## src/dsr_defines.svh

```systemverilog
// Offsets, field positions and reset values for the device status register block
`ifndef DSR_DEFINES_SVH
`define DSR_DEFINES_SVH

// Register byte offsets
`define DSR_ADDR_DEV_CTRL 20'h0_0000
`define DSR_ADDR_DEV_STATUS 20'h0_0008
`define DSR_ADDR_EXT_CTRL 20'h0_0018
`define DSR_ADDR_VARIANT 20'h0_0030
`define DSR_ADDR_IRQ_STATUS 20'h0_0040
`define DSR_ADDR_IRQ_CLEAR 20'h0_0044
`define DSR_ADDR_IRQ_ENABLE 20'h0_0048

// device_control fields
`define DSR_CTRL_SW_DUPLEX_BIT 0
`define DSR_CTRL_FORCE_LINK_BIT 1
`define DSR_CTRL_AUTONEG_BIT 2
`define DSR_CTRL_FLOW_EN_BIT 3
`define DSR_CTRL_MASK 32'h0000_000f

// extended_control_word fields
`define DSR_EXT_LINK_SEL_LSB 0
`define DSR_EXT_MASK 32'h0000_0003
`define DSR_LINK_SEL_PHY 2'h0

// Variant select register
`define DSR_VARIANT_MASK 32'h0000_0003

// device_status fields
`define DSR_ST_DUPLEX_BIT 0
`define DSR_ST_LINK_BIT 1
`define DSR_ST_PORT_LSB 2
`define DSR_ST_PAUSED_BIT 4
`define DSR_ST_SERDES_BIT 5

// Interrupt status, clear and enable layout
`define DSR_IRQ_LINK_CHG_BIT 0
`define DSR_IRQ_DUPLEX_CHG_BIT 1
`define DSR_IRQ_PAUSE_ON_BIT 2
`define DSR_IRQ_PAUSE_OFF_BIT 3
`define DSR_IRQ_MASK 32'h0000_000f

// Reset values
`define DSR_DEV_CTRL_RESET 32'h0000_0000
`define DSR_EXT_CTRL_RESET 32'h0000_0000
`define DSR_VARIANT_RESET 2'h0
`define DSR_IRQ_ENABLE_RESET 4'h0
`define DSR_PORT_ID_RESET 2'h0

// Bus responses
`define DSR_RESP_OKAY 2'h0
`define DSR_RESP_SLVERR 2'h2

`endif

```

## src/dsr_pkg.sv

```systemverilog
// Types shared by the device status register block
package dsr_pkg;

    typedef enum logic [1:0] {
        DSR_VAR_A,
        DSR_VAR_B,
        DSR_VAR_C
    } dsr_variant_t;

    typedef struct packed {
        logic an_duplex_full;
        logic an_link_ok;
        logic phy_link;
    } dsr_link_in_t;

    typedef struct packed {
        logic xoff;
        logic xon;
        logic tick;
        logic [15:0] quanta;
    } dsr_pause_in_t;

    typedef enum logic {
        DSR_PS_RUN,
        DSR_PS_PAUSED
    } dsr_pause_state_t;

    typedef struct packed {
        dsr_pause_state_t state;
        logic [15:0] timer;
        logic paused;
    } dsr_pause_reg_t;

    typedef struct packed {
        logic awready;
        logic wready;
        logic bvalid;
        logic [1:0] bresp;
        logic arready;
        logic rvalid;
        logic [1:0] rresp;
        logic [31:0] rdata;
        logic aw_have;
        logic [19:0] aw_addr;
        logic w_have;
        logic [31:0] w_data;
        logic [3:0] w_strb;
        logic [31:0] dev_ctrl;
        logic [31:0] ext_ctrl;
        logic [1:0] variant;
        logic [3:0] irq_status;
        logic [3:0] irq_enable;
        logic irq;
        logic duplex;
        logic link;
        logic [1:0] port_id;
        logic port_loaded;
        logic serdes_bit;
        logic paused_d;
    } dsr_top_reg_t;

endpackage : dsr_pkg

```

## src/dsr_pause.sv

```systemverilog
// Transmit pause tracker driven by received XOFF and XON frames
`timescale 1ns/1ps
`include "dsr_defines.svh"

module dsr_pause import dsr_pkg::*; (
    input wire logic aclk,
    input wire logic aresetn,
    input wire dsr_pause_in_t pin,
    input wire logic enable,
    output logic paused
);

    dsr_pause_reg_t st;
    dsr_pause_reg_t next_st;

    always_comb begin
        next_st = st;
        case (st.state)
            DSR_PS_RUN: begin
                // A zero-quanta XOFF asks for no pause at all
                if (enable && pin.xoff && pin.quanta != 16'h0000) begin
                    next_st.state = DSR_PS_PAUSED;
                    next_st.timer = pin.quanta;
                end
            end
            DSR_PS_PAUSED: begin
                if (!enable) begin
                    next_st.state = DSR_PS_RUN;
                end else if (pin.xon) begin
                    next_st.state = DSR_PS_RUN;
                end else if (pin.xoff) begin
                    // A fresh XOFF restarts the timer, zero quanta ends pause
                    if (pin.quanta == 16'h0000) begin
                        next_st.state = DSR_PS_RUN;
                    end else begin
                        next_st.timer = pin.quanta;
                    end
                end else if (pin.tick) begin
                    if (st.timer <= 16'h0001) begin
                        next_st.state = DSR_PS_RUN;
                        next_st.timer = 16'h0000;
                    end else begin
                        next_st.timer = st.timer - 16'h0001;
                    end
                end
            end
            default: begin
                next_st.state = DSR_PS_RUN;
            end
        endcase
        next_st.paused = (next_st.state == DSR_PS_PAUSED);
    end

    always_ff @(posedge aclk) begin
        if (!aresetn) begin
            st <= '0;
            st.state <= DSR_PS_RUN;
        end else begin
            st <= next_st;
        end
    end

    assign paused = st.paused;

endmodule : dsr_pause

```

## src/dsr_top.sv

```systemverilog
// Device status register bank with AXI4-Lite access and status interrupt
// Functional notes
// Bit 0: zero half, one full duplex
// Duplex follows auto-negotiation or software setting
// Bit 1 reports link configured state
// Some variants: link valid only when forced
// SerDes with autoneg: link after valid negotiation
// SerDes forced: link mirrors force control
// Internal PHY: link tracks internal link signal
// Bits 3:2 give port identifier, reset zero
// Bit 4 sets on XOFF with flow control
// Pause clears on timer expiry or XON
// Pause flag only in full-duplex flow mode
// Variant A: bit 5 from link select
// Variant B: bit 5 SerDes one, PHY zero
// Variant C: bit 5 reserved
// Status reads and writes have no effect
`timescale 1ns/1ps
`include "dsr_defines.svh"

module dsr_top import dsr_pkg::*; (
    input wire logic aclk,
    input wire logic aresetn,
    input wire logic [19:0] awaddr,
    input wire logic [2:0] awprot,
    input wire logic awvalid,
    output logic awready,
    input wire logic [31:0] wdata,
    input wire logic [3:0] wstrb,
    input wire logic wvalid,
    output logic wready,
    output logic [1:0] bresp,
    output logic bvalid,
    input wire logic bready,
    input wire logic [19:0] araddr,
    input wire logic [2:0] arprot,
    input wire logic arvalid,
    output logic arready,
    output logic [31:0] rdata,
    output logic [1:0] rresp,
    output logic rvalid,
    input wire logic rready,
    input wire dsr_link_in_t link_in,
    input wire dsr_pause_in_t pause_in,
    input wire logic [1:0] port_strap,
    output logic tx_paused,
    output logic irq
);

    dsr_top_reg_t st;
    dsr_top_reg_t next_st;

    logic aw_fire;
    logic w_fire;
    logic [19:0] wr_addr;
    logic [31:0] wr_data;
    logic [3:0] wr_strb;
    logic [31:0] wmask;
    logic pause_enable;
    logic paused;
    logic serdes_mode;
    logic raw_link;

    assign aw_fire = awvalid & st.awready;
    assign w_fire = wvalid & st.wready;

    // Address and data may arrive in either order; use the held copy if taken earlier
    assign wr_addr = st.aw_have ? st.aw_addr : awaddr;
    assign wr_data = st.w_have ? st.w_data : wdata;
    assign wr_strb = st.w_have ? st.w_strb : wstrb;

    generate
        for (genvar b = 0; b < 4; b++) begin : g_lane
            assign wmask[8*b +: 8] = {8{wr_strb[b]}};
        end
    endgenerate

    // Pause reporting is only meaningful in full duplex with flow control on
    assign pause_enable = st.duplex & st.dev_ctrl[`DSR_CTRL_FLOW_EN_BIT];

    dsr_pause u_pause (
        .aclk(aclk),
        .aresetn(aresetn),
        .pin(pause_in),
        .enable(pause_enable),
        .paused(paused)
    );

    assign serdes_mode = (st.ext_ctrl[`DSR_EXT_LINK_SEL_LSB +: 2] != `DSR_LINK_SEL_PHY);

    // Link source before any variant gating
    always_comb begin
        if (!serdes_mode) begin
            raw_link = link_in.phy_link;
        end else if (st.dev_ctrl[`DSR_CTRL_AUTONEG_BIT]) begin
            raw_link = link_in.an_link_ok;
        end else begin
            raw_link = st.dev_ctrl[`DSR_CTRL_FORCE_LINK_BIT];
        end
    end

    function automatic logic [31:0] status_word(input dsr_top_reg_t s, input logic p);
        logic [31:0] w;
        w = 32'h0000_0000;
        w[`DSR_ST_DUPLEX_BIT] = s.duplex;
        w[`DSR_ST_LINK_BIT] = s.link;
        w[`DSR_ST_PORT_LSB +: 2] = s.port_id;
        w[`DSR_ST_PAUSED_BIT] = p;
        w[`DSR_ST_SERDES_BIT] = s.serdes_bit;
        return w;
    endfunction : status_word

    function automatic logic [32:0] read_word(input dsr_top_reg_t s, input logic p, input logic [19:0] a);
        logic [32:0] r;
        r = {1'b1, 32'h0000_0000};
        case (a)
            `DSR_ADDR_DEV_CTRL: r = {1'b1, s.dev_ctrl};
            `DSR_ADDR_DEV_STATUS: r = {1'b1, status_word(s, p)};
            `DSR_ADDR_EXT_CTRL: r = {1'b1, s.ext_ctrl};
            `DSR_ADDR_VARIANT: r = {1'b1, 30'h0000_0000, s.variant};
            `DSR_ADDR_IRQ_STATUS: r = {1'b1, 28'h000_0000, s.irq_status};
            // The clear register is write-only and reads back as zero
            `DSR_ADDR_IRQ_CLEAR: r = {1'b1, 32'h0000_0000};
            `DSR_ADDR_IRQ_ENABLE: r = {1'b1, 28'h000_0000, s.irq_enable};
            default: r = {1'b0, 32'h0000_0000};
        endcase
        return r;
    endfunction : read_word

    always_comb begin
        logic wr_go;
        logic [32:0] rd;
        logic [3:0] clr;
        logic [3:0] ev;
        wr_go = 1'b0;
        rd = {1'b0, 32'h0000_0000};
        clr = 4'h0;
        ev = 4'h0;
        next_st = st;

        // Write channel capture
        if (aw_fire) begin
            next_st.aw_have = 1'b1;
            next_st.aw_addr = awaddr;
        end
        if (w_fire) begin
            next_st.w_have = 1'b1;
            next_st.w_data = wdata;
            next_st.w_strb = wstrb;
        end
        if (st.bvalid && bready) begin
            next_st.bvalid = 1'b0;
        end

        wr_go = (st.aw_have | aw_fire) & (st.w_have | w_fire) & ~st.bvalid;
        if (wr_go) begin
            next_st.aw_have = 1'b0;
            next_st.w_have = 1'b0;
            next_st.bvalid = 1'b1;
            next_st.bresp = `DSR_RESP_OKAY;
            case (wr_addr)
                `DSR_ADDR_DEV_CTRL: begin
                    next_st.dev_ctrl = ((st.dev_ctrl & ~wmask) | (wr_data & wmask)) & `DSR_CTRL_MASK;
                end
                `DSR_ADDR_EXT_CTRL: begin
                    next_st.ext_ctrl = ((st.ext_ctrl & ~wmask) | (wr_data & wmask)) & `DSR_EXT_MASK;
                end
                `DSR_ADDR_VARIANT: begin
                    if (wr_strb[0]) begin
                        next_st.variant = wr_data[1:0];
                    end
                end
                `DSR_ADDR_IRQ_CLEAR: begin
                    clr = wr_data[3:0] & {4{wr_strb[0]}};
                end
                `DSR_ADDR_IRQ_ENABLE: begin
                    if (wr_strb[0]) begin
                        next_st.irq_enable = wr_data[3:0];
                    end
                end
                // Status words are read-only; the write is accepted and dropped
                `DSR_ADDR_DEV_STATUS, `DSR_ADDR_IRQ_STATUS: begin
                    next_st.bresp = `DSR_RESP_OKAY;
                end
                default: begin
                    next_st.bresp = `DSR_RESP_SLVERR;
                end
            endcase
        end
        // Hold both write channels while a response is outstanding
        next_st.awready = ~next_st.aw_have & ~next_st.bvalid;
        next_st.wready = ~next_st.w_have & ~next_st.bvalid;

        // Read channel: data is sampled at the address handshake, never altering state
        if (st.rvalid && rready) begin
            next_st.rvalid = 1'b0;
        end
        if (arvalid && st.arready) begin
            rd = read_word(st, paused, araddr);
            next_st.rvalid = 1'b1;
            next_st.rdata = rd[31:0];
            next_st.rresp = rd[32] ? `DSR_RESP_OKAY : `DSR_RESP_SLVERR;
        end
        next_st.arready = ~next_st.rvalid;

        // Duplex from whichever source configured it
        if (st.dev_ctrl[`DSR_CTRL_AUTONEG_BIT]) begin
            next_st.duplex = link_in.an_duplex_full;
        end else begin
            next_st.duplex = st.dev_ctrl[`DSR_CTRL_SW_DUPLEX_BIT];
        end

        case (dsr_variant_t'(st.variant))
            DSR_VAR_A: begin
                next_st.link = raw_link & st.dev_ctrl[`DSR_CTRL_FORCE_LINK_BIT];
                next_st.serdes_bit = serdes_mode;
            end
            DSR_VAR_B: begin
                next_st.link = raw_link;
                next_st.serdes_bit = serdes_mode;
            end
            DSR_VAR_C: begin
                next_st.link = raw_link & st.dev_ctrl[`DSR_CTRL_FORCE_LINK_BIT];
                next_st.serdes_bit = 1'b0;
            end
            default: begin
                // Unused select code behaves as the reserved-bit variant
                next_st.link = raw_link & st.dev_ctrl[`DSR_CTRL_FORCE_LINK_BIT];
                next_st.serdes_bit = 1'b0;
            end
        endcase

        // Strap is caught once, one cycle after reset release
        if (!st.port_loaded) begin
            next_st.port_id = port_strap;
            next_st.port_loaded = 1'b1;
        end

        next_st.paused_d = paused;
        ev[`DSR_IRQ_LINK_CHG_BIT] = next_st.link ^ st.link;
        ev[`DSR_IRQ_DUPLEX_CHG_BIT] = next_st.duplex ^ st.duplex;
        ev[`DSR_IRQ_PAUSE_ON_BIT] = paused & ~st.paused_d;
        ev[`DSR_IRQ_PAUSE_OFF_BIT] = ~paused & st.paused_d;
        // A new event in the clearing cycle survives the clear
        next_st.irq_status = (st.irq_status & ~clr) | ev;
        next_st.irq = |(next_st.irq_status & next_st.irq_enable);
    end

    always_ff @(posedge aclk) begin
        if (!aresetn) begin
            st <= '0;
            st.dev_ctrl <= `DSR_DEV_CTRL_RESET;
            st.ext_ctrl <= `DSR_EXT_CTRL_RESET;
            st.variant <= `DSR_VARIANT_RESET;
            st.irq_enable <= `DSR_IRQ_ENABLE_RESET;
            st.port_id <= `DSR_PORT_ID_RESET;
        end else begin
            st <= next_st;
        end
    end

    assign awready = st.awready;
    assign wready = st.wready;
    assign bvalid = st.bvalid;
    assign bresp = st.bresp;
    assign arready = st.arready;
    assign rvalid = st.rvalid;
    assign rdata = st.rdata;
    assign rresp = st.rresp;
    assign irq = st.irq;
    assign tx_paused = paused;

endmodule : dsr_top

```

## config.mk

```make
export PLATFORM = sky130hd
export DESIGN_NAME = dsr_top
export DESIGN_NICKNAME = d
export VERILOG_FILES = /design/src/dsr_pkg.sv /design/src/dsr_pause.sv /design/src/dsr_top.sv
export VERILOG_INCLUDE_DIRS = /design/src /design/src/src
export SDC_FILE = /design/constraint.sdc
export NUM_CORES = 1
export LEC_CHECK = 0
export BUFFER_PORTS_ARGS = -buffer_cell sky130_fd_sc_hd__buf_2
export CORE_MARGIN = 5
export CORE_UTILIZATION = 40
export CTS_CLUSTER_DIAMETER = 40
export CTS_CLUSTER_SIZE = 14
export DETAILED_ROUTE_END_ITERATION = 8
export GPL_ROUTABILITY_DRIVEN = 1
export PLACE_DENSITY = 0.69
export SLEW_MARGIN = 30
export SYNTH_ARGS = -nofsm -noshare
export SYNTH_HDL_FRONTEND = slang
export SYNTH_SLANG_ARGS = --single-unit
```

## constraint.sdc

```tcl
create_clock -name aclk -period 2.65 [get_ports aclk]
set_clock_uncertainty 0.15 [all_clocks]
set_input_delay 0.3975 -clock aclk [delete_from_list [all_inputs] [get_ports aclk]]
set_output_delay 0.3975 -clock aclk [all_outputs]
set_load 0.01 [all_outputs]
```

; Word level (Yosys, flattened, before mapping)
; Cells that the tools add are included.
[totals]
register_bits = 140
wordCells = 134
input_bits = 113
[op_classes]
eq_ne = 18
n_reduce_logical = 19
n_addsub = 1
bitwise_logic = 32
muxes = 36
magnitude_cmp = 1
[ops]
columns = operator, n
row1 = 33-bit one-hot mux with 7 select lines, 1
row2 = 20-bit by 7-bit equality test with 1-bit output (second input constant), 6
row3 = 16-bit 2-to-1 mux, 4
row4 = 17-bit 2-to-1 mux, 3
row5 = 20-bit by 4-bit equality test with 1-bit output (second input constant), 2
row6 = 20-bit by 5-bit equality test with 1-bit output (second input constant), 2
row7 = 20-bit by 6-bit equality test with 1-bit output (second input constant), 2
row8 = 20-bit logical NOT, 2
row9 = 37-bit 2-to-1 mux, 1
row10 = 35-bit 2-to-1 mux, 1
row11 = 17-bit one-hot mux with 2 select lines, 1
row12 = 33-bit 2-to-1 mux, 1
row13 = 4-bit 2-to-1 mux, 6
row14 = 21-bit 2-to-1 mux, 1
row15 = 4-bit AND, 5
row16 = 20-bit 2-to-1 mux, 1
row17 = 16-bit by 1-bit less-or-equal comparator with 1-bit output (second input constant), 1
row18 = 16-bit logical NOT, 1
row19 = 16-bit nonzero test, 1
row20 = 16-bit by 1-bit subtractor with 16-bit output (second input constant), 1
row21 = 1-bit 2-to-1 mux, 13
row22 = 1-bit AND, 10
row23 = 4-bit inverter, 2
row24 = 4-bit OR, 2
row25 = 20 further kinds, 37

; Longest topological paths before layout
; Gate-level depths: netlist (run 1).
[depth]
word_depth = 10
ltp_mapped = 9
mapped_depth_nobuf = 9

; Modules after synthesis
; Synthesis (run 1) repeated with hierarchy kept, for this count alone.
[hier_totals]
cells_unflattened = 551
area_unflattened_um2 = 4464.3
[by_module_without_submodules]
columns = mod, cells_each, n_inst, area_each_um2
row1 = dsr_top, 388, 1, 3251.9
row2 = dsr_pause, 163, 1, 1212.4

; Worst setup path before layout (run 1)
; No wires, ideal clock.
[synth_path]
path_type = input to register
startpoint = input port awaddr[17]
endpoint = register st (netlist bit irq)
t_arrival_ns = 2.326
path_slack_ns = 0.048
setup_time_ns = 0.125
path_stages = 8
cell_sequence = or4_1 > o22a_1 > a211o_1 > or3b_1 > buf_2 > mux2i_4 > a21bo_1 > nand3_2
[synth_between]
elab_chain_len = 9
[synth_rtl]
columns = element, line_no
row1 = start: declaration, dsr_top.sv:24  ; input wire logic [19:0] awaddr,
row2 = 20-bit 2-to-1 mux (*), dsr_top.sv:68  ; assign wr_addr = st.aw_have ? st.aw_addr : awaddr;
row3 = 20-bit by 7-bit equality test with 1-bit output, dsr_top.sv:161  ; case (wr_addr)
row4 = 4-bit 2-to-1 mux, dsr_top.sv:161
row5 = 4-bit 2-to-1 mux, dsr_top.sv:156  ; if (wr_go) begin
row6 = 4-bit inverter, dsr_top.sv:245  ; next_st.irq_status = (st.irq_status & ~clr) | ev;
row7 = 4-bit AND, dsr_top.sv:245
row8 = 4-bit OR, dsr_top.sv:245
row9 = 4-bit AND (*), dsr_top.sv:246  ; next_st.irq = |(next_st.irq_status & next_st.irq_enable);
row10 = 4-bit OR reduction (*), dsr_top.sv:246
row11 = end signal: assignment, dsr_top.sv:258  ; st <= next_st;
row12 = end: declaration, dsr_top.sv:50  ; dsr_top_reg_t st;
; Mark *: on every way between the ends. The rest lies on a longest branch, timed or not.
; A chain may end at the register's enable or synchronous reset.

; Final worst setup path (run 1)
[layout_path]
startpoint = register st[136] in the netlist's numbering
endpoint = register st (netlist bit irq)
[layout_between]
elab_chain_len = 9
[layout_rtl]
columns = element, line_no
row1 = 20-bit 2-to-1 mux (*), dsr_top.sv:68
row2 = 20-bit by 7-bit equality test with 1-bit output, dsr_top.sv:161
row3 = 4-bit 2-to-1 mux, dsr_top.sv:161
row4 = 4-bit 2-to-1 mux, dsr_top.sv:156
row5 = 4-bit inverter, dsr_top.sv:245
row6 = 4-bit AND, dsr_top.sv:245
row7 = 4-bit OR, dsr_top.sv:245
row8 = 4-bit AND (*), dsr_top.sv:246
row9 = 4-bit OR reduction (*), dsr_top.sv:246
; Marks and branches as above.

==> metrics list, run 1 <==
- Measured along the y axis, the die boundary spans 115 um.
- For this run, the detailed router's first-pass iteration total came to 4.
* Number of filler instances in the final layout: 1,064
- Of the total power, the share spent switching nets is 0.256.
- Initial antenna violation count: 1
- For this run, asynchronously set or reset flops after synthesis account for 0.
- HPWL after detailed placement: 8530 um
* FP Rows: 38
- Number of cells on the critical path: 7
* Number of primary I/O pins: 156
* Setup crit end kind: flop
- In this run the deepest clock path goes through 2 buffers.
- Total Negative Setup Slacks: 0 ns
- Part of the Yosys area used for sequential elements: 0.370
- Among all flip-flop cells after synthesis, the most frequent one is sky130_fd_sc_hd__dfxtp_1.
- Combinational fraction of design power: 0.121
- The detailed router placed 4,155 vias in this run.
- Total internal power: 1.88 mW
* Number of cells produced by synthesis: 557
- Power density normalized to cell area: 493 nW/um^2
- From synthesis to final layout, the design area changed by 16.8%.
- Syn. warnings: 0
- Of all nets on the critical path, the largest fanout is 4.
- The first global-routing pass estimated 17,800 um of wire.
* Reg power frac: 0.502
- Of the total synthesized cell area, the portion taken by full adders, half adders and majority gates is 0.00570.
- DRC violations left: 0
- Via density: 5.29
- The final-report hold violation count is 0.
- Outcome: completed
- Summing every instance area after synthesis gives 4390 um^2.
- After clock tree synthesis, the clock-pin slew on the worst setup and hold paths is 0.08 ns.
- In the final routed layout, each cell accounts on average for 14.1 um.
* Cell family with most CP delay: simple AND/OR/NAND/NOR gates
* Number of enable-type register cells in the synthesized netlist: 0
* Critical path buffers and inverters: 0
- Across every metal layer, demand over resource in global routing totals 0.167.
- In the finished design, the share of the clock period the worst path needs comes to 0.955.
- The H-tree was split into 3 levels.
- The clock reaches the later pin of the worst-skew pair after 0.36 ns.
- In this run the horizontal extent of the chip is 115 um.
- Pre-CTS setup slack: -0.183 ns
* Number of buffers inserted during clock tree synthesis: 9
- Worst hold path depth: 3
* Fraction of final layout cells sized beyond drive strength 1: 0.224
* Critical Path RT: 2.74 ns
- The number of different library cells used by synthesis comes to 60.
- Combinational family with the most area after synthesis: simple AND/OR/NAND/NOR gates
- Min setup slack post-route: 0.120 ns
* Setup Fix Bufs, Post-CTS: 0
- Clock tree from TritonCTS: built
- In this run the tightest slew margin relative to its limit is 0.510.
- Clock tree root driver cell: sky130_fd_sc_hd__clkbuf_8
- Highest ir drop seen on vdd: 316 uV
* Count of cells along the worst register-to-register path: 7
- The first routing iteration left 234 violations.
- Part of the total power dissipated in the clock network: 0.377
- Area fraction in compound gates after synthesis: 0.179
- For the pin with the worst max-slew slack, the measured transition is 0.734 ns.
- Setup violations remaining at the end of the flow were counted as 0.
* Static leakage: 2.13 nW
- Of the total synthesized cell area, the portion taken by XOR and XNOR cells is 0.0260.
- Post-synthesis register bit count: 81
- Largest stage delay on the critical path: 0.52 ns
- The worst setup path is of the reg2reg kind.
* Number of nets in the finished design: 756
* Fraction of synthesized area in multiplexers: 0.0687
- Achievable clock frequency: 0.395 GHz
- Max-slew violation count: 0
- Critical Path Start Type: flop
- At the end of routability-driven placement, the weighted congestion stood at 0.852.
- For this configuration, the core starts out at a cell density of 0.406.
- In this run the remaining antenna-violating nets after routing total 0.
* Vias in the first global route: 3,862
- The die covers 13,200 um^2.
- N_diodes: 0
- Maximum number of pins on one net before global-route repair: 43
* Slowest cell on the critical path: sky130_fd_sc_hd__or4b_1
* Total Wirelength: 11,100 um
- Counting every sink on the clock net gives 81.
- The min-delay analysis places its worst path in the category in2reg.
- Average instance area after synthesis: 7.88 um^2
* Net switching power figure: 0.646 mW
- The worst path needs 2.53 ns of the cycle, external delays included.
- Max-cap viol count: 0
* Port buffer count: 90
* Crit path arrival time: 2.62 ns
- Total congestion overflow: 0
- Ordered cell list for the critical path: or4b_1 > o22a_1 > a211o_1 > or3b_4 > mux2i_1 > a22oi_1 > nand3_2
* Placeable Area: 10,800 um^2
- Of the total synthesized cell area, the portion taken by AND, OR, NAND and NOR gates is 0.257.
-- timing repair --
action	CTS	global route
gates resized for setup	1	5
pin swaps	0	2
setup endpoints to repair	1	5
hold buffers	0	0
-- worst paths after layout --
| check | startpoint | to | slack, ns |
|---|---|---|---|
| min | port_strap[1] | st[4] | 0.12 |
| max reg2reg | st[136] | irq | 0.12 |
| max | st[136] | irq | 0.12 |
| min reg2reg | st[134] | st[134] | 0.30 |
-- per-layer routing --
layer | up-vias | part of all wire | global-route usage
met5 | - | 0.00063 | 0
li1 | 2075 | - | -
met1 | 1942 | 0.42 | 0.204
met3 | 15 | 0.070 | 0.0502
met2 | 121 | 0.50 | 0.288
met4 | 2 | 0.013 | 0.0462
-- placed cells by master (no fill, tap or decap), drive strengths merged, types with 3 or more instances in the layout --
| cell type | count |
|---|---|
| nand2 | 85 |
| or3 | 3 |
| o21a | 3 |
| o21ai | 24 |
| dfxtp | 81 |
| nor2b | 4 |
| and2 | 6 |
| nand4b | 3 |
| and3 | 4 |
| nor3 | 20 |
| a221oi | 5 |
| nand3 | 9 |
| xor2 | 4 |
| conb | 28 |
| nor2 | 59 |
| clkbuf | 12 |
| a21o | 5 |
| inv | 8 |
| mux2i | 21 |
| nor3b | 6 |
| xnor2 | 9 |
| buf | 109 |
| a211oi | 10 |
| nor4 | 14 |
| nor4b | 3 |
| a22oi | 8 |
| nand2b | 4 |
| a21oi | 51 |
| o22ai | 4 |
| mux2 | 7 |
-- worst min-delay path, stage by stage --
cell and delay [ns]:
sky130_fd_sc_hd__buf_2 0.07, sky130_fd_sc_hd__mux2i_1 0.05, sky130_fd_sc_hd__nor2_1 0.07
-- Yosys cell counts (3+ instances only) --
| cell type | number | share of area |
|---|---|---|
| sky130_fd_sc_hd__xor2_1 | 4 | 0.0080 |
| sky130_fd_sc_hd__o22ai_1 | 4 | 0.0057 |
| sky130_fd_sc_hd__a221oi_1 | 5 | 0.010 |
| sky130_fd_sc_hd__a22oi_1 | 8 | 0.014 |
| sky130_fd_sc_hd__mux2i_1 | 20 | 0.046 |
| sky130_fd_sc_hd__mux2_2 | 7 | 0.018 |
| sky130_fd_sc_hd__a211oi_1 | 10 | 0.017 |
| sky130_fd_sc_hd__buf_4 | 36 | 0.062 |
| sky130_fd_sc_hd__a21oi_1 | 51 | 0.058 |
| sky130_fd_sc_hd__nand2b_1 | 4 | 0.0057 |
| sky130_fd_sc_hd__o21ai_0 | 18 | 0.021 |
| sky130_fd_sc_hd__o21a_1 | 3 | 0.0051 |
| sky130_fd_sc_hd__nor3b_1 | 6 | 0.010 |
| sky130_fd_sc_hd__o21ai_1 | 5 | 0.0057 |
| sky130_fd_sc_hd__nand2_1 | 85 | 0.073 |
| sky130_fd_sc_hd__dfxtp_1 | 81 | 0.37 |
| sky130_fd_sc_hd__or3_1 | 3 | 0.0043 |
| sky130_fd_sc_hd__nor3_1 | 20 | 0.023 |
| sky130_fd_sc_hd__clkbuf_1 | 26 | 0.022 |
| sky130_fd_sc_hd__nor4_1 | 14 | 0.020 |
| sky130_fd_sc_hd__and3_1 | 4 | 0.0057 |
| sky130_fd_sc_hd__nor2_1 | 59 | 0.050 |
| sky130_fd_sc_hd__nand3_1 | 8 | 0.0091 |
| sky130_fd_sc_hd__a21o_1 | 5 | 0.0086 |
| sky130_fd_sc_hd__and2_1 | 6 | 0.0086 |
| sky130_fd_sc_hd__nor2b_1 | 4 | 0.0057 |
| sky130_fd_sc_hd__inv_1 | 8 | 0.0068 |
| sky130_fd_sc_hd__nand4b_1 | 3 | 0.0060 |
| sky130_fd_sc_hd__xnor2_1 | 9 | 0.018 |
-- cell families (layout without fill, tap and decap cells) --
group	after synthesis	count (layout)
and+or+nand+nor	234	234
muxes	28	28
DFF	81	81
xor gates and xnor gates	13	13
adders and majority gates	2	2
AOI/OAI and AO/OA	126	126
other	1	28
buffers and inverters	72	134
-- cell type report --
| cell class | instances | area (um^2) | area share |
|---|---|---|---|
| Clock inverter | 4 | 50.0 | 0.00977 |
| Timing Repair Buffer | 109 | 593 | 0.116 |
| Multi-Input combinational cell | 431 | 2480 | 0.485 |
| Clock buffer | 12 | 165 | 0.0322 |
| Sequential cell | 81 | 1620 | 0.317 |
| Inverter | 9 | 33.8 | 0.00659 |
| Tap cell | 140 | 175 | 0.0342 |
-- registers in the layout, indices dropped and copies added (netlist names), named ones only --
register	count
arready	1
rvalid	1
rresp	1
awready	1
bresp	1
st	44
wready	1
irq	1
rdata	6
u_pause.st	17
bvalid	1
-- power by group through the flow --
stage	sequential (mW)	combinational (mW)	clock, mW
floorplan	1.30	0.208	0
global placement	1.30	0.293	0
detailed placement	1.30	0.302	0
CTS	1.27	0.303	0.984
global route	1.27	0.340	1.04
finish	1.27	0.306	0.953
-- per-stage QoR --
| stage | instance area, um^2 | hold WS (ns) | utilization | instances | power (mW) |
|---|---|---|---|---|---|
| after floorplan | 4490 | 0.275 | - | 584 | 1.50 |
| after global placement | 4880 | 0.288 | 0.452 | 770 | 1.59 |
| after detailed placement | 4880 | 0.295 | 0.452 | 770 | 1.60 |
| after CTS | 5100 | 0.105 | 0.473 | 786 | 2.56 |
| after global routing | 5120 | 0.119 | 0.475 | 786 | 2.65 |
| final | 5120 | 0.118 | 0.475 | 786 | 2.53 |
Power figures use the tool's default switching activity.
==> run 2, diff against run 1 <==
CORE_ASPECT_RATIO = 0.75   (was not set)
==> run 2 against run 1 <==
  * Power increased by 15%
  * Worst setup slack improved by 0.013 ns
  * Non-clock buffer count increased by 3
  * First-iteration DRC count increased by 26%
  * Routed wire length increased by 6.6%
  * Final cell count increased by 0.38%
  * Maximum frequency increased by 0.52%
  * Global-route usage increased by 1.4 points
  * Utilization increased by 0.97 points
  * Combinational power increased by 2%
  * Die area increased by 0.16%
  * Critical endpoint unchanged
  * Count of clock-buffer cells in the layout unchanged
==> metrics list, run 2 (synthesized netlist as in run 1, its figures left out) <==
* Maximum level of the CTS H-tree: 3 (unchanged)
* Setup crit end kind: flop
- Max clock buf depth: 2 (unchanged)
* Net switching power figure: 0.697 mW (+7.8%)
- The placeable core region was 10,800 um^2 (+0.23%).
- N_diodes: 0 (unchanged)
- Critical path type: reg2reg
- The area growth from synthesis to layout is 19.5%.
- The portion of total power attributed to the clock network was 0.454 (+0.077).
* Number of nets in the finished design: 759 (+0.40%)
- Worst reg2reg path endpoint: irq
* Net switching fraction of the power: 0.240 (-0.0154)
- The wire length of the first global-routing pass was 19,100 um (+7.1%).
- The count of final max-slew check failures is 0 (unchanged).
- The count of maximum capacitance violations was 0 (unchanged).
- The number of nets with antenna violations after routing was 0 (unchanged).
- The slew at the pin with the worst max-slew slack was 0.743 ns (+0.00830 ns).
- Clock tree root driver cell: sky130_fd_sc_hd__clkbuf_16
- Endpoint, Worst Hold: st[3]
- The fraction of the cycle the final worst path needs came to 0.950 (-0.00498).
- Maximum net fanout on the critical path: 4 (unchanged)
* Routability Congestion: 0.902 (+5.8%)
* Vias in the first global route: 3,920 (+1.5%)
- The die outline area came to 13,200 um^2 (+0.16%).
- The number of placed I/O pins came to 156 (unchanged).
- Vertical die dimension: 101 um (-12%)
- Power density normalized to cell area: 553 nW/um^2 (+12%)
- The residual overflow from global routing is 0 (unchanged).
- Total vias in the final route: 4,209 (+1.3%)
- The worst-skew pair later-pin latency was 0.34 ns (-0.02 ns).
* Total internal power: 2.20 mW (+17%)
- Reg power frac: 0.439 (-0.063)
- HPWL after detailed placement: 8900 um (+4.3%)
- The fill cell total of the finished layout came to 1,056 (-0.75%).
* Total Wirelength: 11,800 um (+6.6%)
* Reg with most FFs: st
- The placement row count came to 33 (-13%).
* Flip-flop count of the largest register after layout: 44 (unchanged)
* Number of DRC violations after detailed-routing iteration 0: 296 (+26%)
- Worst reg2reg path startpoint: st[136]
- The clock edge transition at the registers on the reported setup and hold paths was 0.06 ns (-0.02 ns).
* Count of cells along the worst register-to-register path: 8 (+1)
- Leaving out fill and tap cells, the most frequent cells in the layout are sky130_fd_sc_hd__buf_2 (90), sky130_fd_sc_hd__nand2_1 (85), sky130_fd_sc_hd__dfxtp_1 (81).
* Critical Path Start Type: flop
* Hold path startpoint: port_strap[0]
- The number of port buffers is 90 (unchanged).
* Fraction of final layout cells sized beyond drive strength 1: 0.220 (-0.00412)
- Crit path arrival time: 2.65 ns (+0.03 ns)
* Type of the worst min-delay path: in2reg
- The final-report hold violation count came to 0 (unchanged).
- The post-route DRC violation count is 0 (unchanged).
- Commonest non-fill, non-tap cell in the layout: sky130_fd_sc_hd__buf_2
* Number of sinks handled by clock tree synthesis: 81 (unchanged)
* Combinational fraction of design power: 0.107 (-0.014)
* Static leakage: 2.18 nW (+2.5%)
- TritonCTS built the clock tree.
- The number of antenna violations at the first check in global routing was 0 (-1).
- Maximum number of pins on one net before global-route repair: 27 (-37%)
- Number of buffers inserted during clock tree synthesis: 9 (unchanged)
- Util after Layout: 0.484 (+0.00966)
* Critical Path RT: 2.78 ns (+0.04 ns)
- The overall track demand over capacity in global routing came to 0.181 (+0.0137).
- Starting Density: 0.406 (-0.000940)
* Average wire per standard cell: 15.0 um (+6.2%)
- Worst slew margin relative to its limit: 0.505 (-0.00553)
* Number of failing setup endpoints in the final timing report: 0 (unchanged)
* Achievable clock frequency: 0.397 GHz (+0.52%)
- Number of detailed-routing iterations run before antenna repair: 5 (+1)
- Outcome: completed
- Post-layout minimum cycle time: 2.52 ns (-0.0132 ns)
- Setup repair after global routing missed its margin: false
- Flop-to-flop setup slack: 0.13 ns (about the same)
- The average via count per standard cell came to 5.33 (+0.91%).
* Setup Fix Bufs, Post-CTS: 0 (unchanged)
- The highest ir drop seen on vdd was 350 uV (+11%).
* Width of the chip: 131 um (+14%)
* Worst hold path depth: 3 (unchanged)
* Hold slack final: 0.158 ns (+0.0394 ns)
run 2: critical path: stages (launching register included):
cell                      delay (ns)
sky130_fd_sc_hd__dfxtp_1        0.31
sky130_fd_sc_hd__or4b_1         0.51
sky130_fd_sc_hd__o22a_1         0.23
sky130_fd_sc_hd__a211o_1        0.25
sky130_fd_sc_hd__or3b_4         0.46
sky130_fd_sc_hd__buf_4          0.16
sky130_fd_sc_hd__mux2i_1        0.18
sky130_fd_sc_hd__o21ai_0        0.15
sky130_fd_sc_hd__nand3_2        0.07
run 2: final cells by class:
type | count | area, um^2 | area share
clock buffer | 12 | 236 | 0.0451
clock inverter | 4 | 77.6 | 0.0148
inverter | 9 | 33.8 | 0.00645
multi-input combinational | 431 | 2480 | 0.473
sequential | 81 | 1620 | 0.309
tap | 140 | 175 | 0.0334
timing repair buffer | 112 | 616 | 0.117
run 2: through the flow:
stage	setup TNS [ns]	worst slack, ns	power (mW)	instances	area, um^2
2_1_floorplan	0	0.0481	1.50	584	4490
3_3_place_gp	-0.142	-0.142	1.59	773	4910
3_5_place_dp	-0.181	-0.181	1.60	773	4910
4_1_cts	0	0.0235	2.93	789	5220
5_1_grt	0	0.0319	3.02	789	5240
6_report	0	0.133	2.90	789	5240
run 2: power by group through the flow:
stage                     sequential (mW)  clock (mW)  combinational, mW
after floorplan                      1.30           0              0.208
after global placement               1.30           0              0.297
after detailed placement             1.30           0              0.305
after CTS                            1.27        1.35              0.307
after global routing                 1.28        1.39              0.348
final                                1.27        1.32              0.311
run 2: what timing repair did:
item,CTS,global route
hold endpoints to repair,0,0
hold buffers,0,0
setup endpoints to repair,0,3
resized for setup,0,4
run 2: worst max path at each step:
stage / startpoint / endpoint / slack [ns] / cells after the start
floorplan: awaddr[17] / irq / 0.05 / 8
global placement: awaddr[17] / irq / -0.14 / 8
detailed placement: awaddr[17] / irq / -0.18 / 8
CTS: st[136] / irq / 0.02 / 7
global route: u_pause.st[12] / u_pause.st[3] / 0.03 / 7
finish: st[136] / irq / 0.13 / 8
run 2: per-layer routing:
metal / wire length (um) / GRT usage / vias up
met2: 5320 / 0.275 / 122
met3: 649 / 0.0397 / 18
met5: 0 / 0 / -
li1: - / - / 2080
met4: 206 / 0.0585 / 0
met1: 5640 / 0.255 / 1989
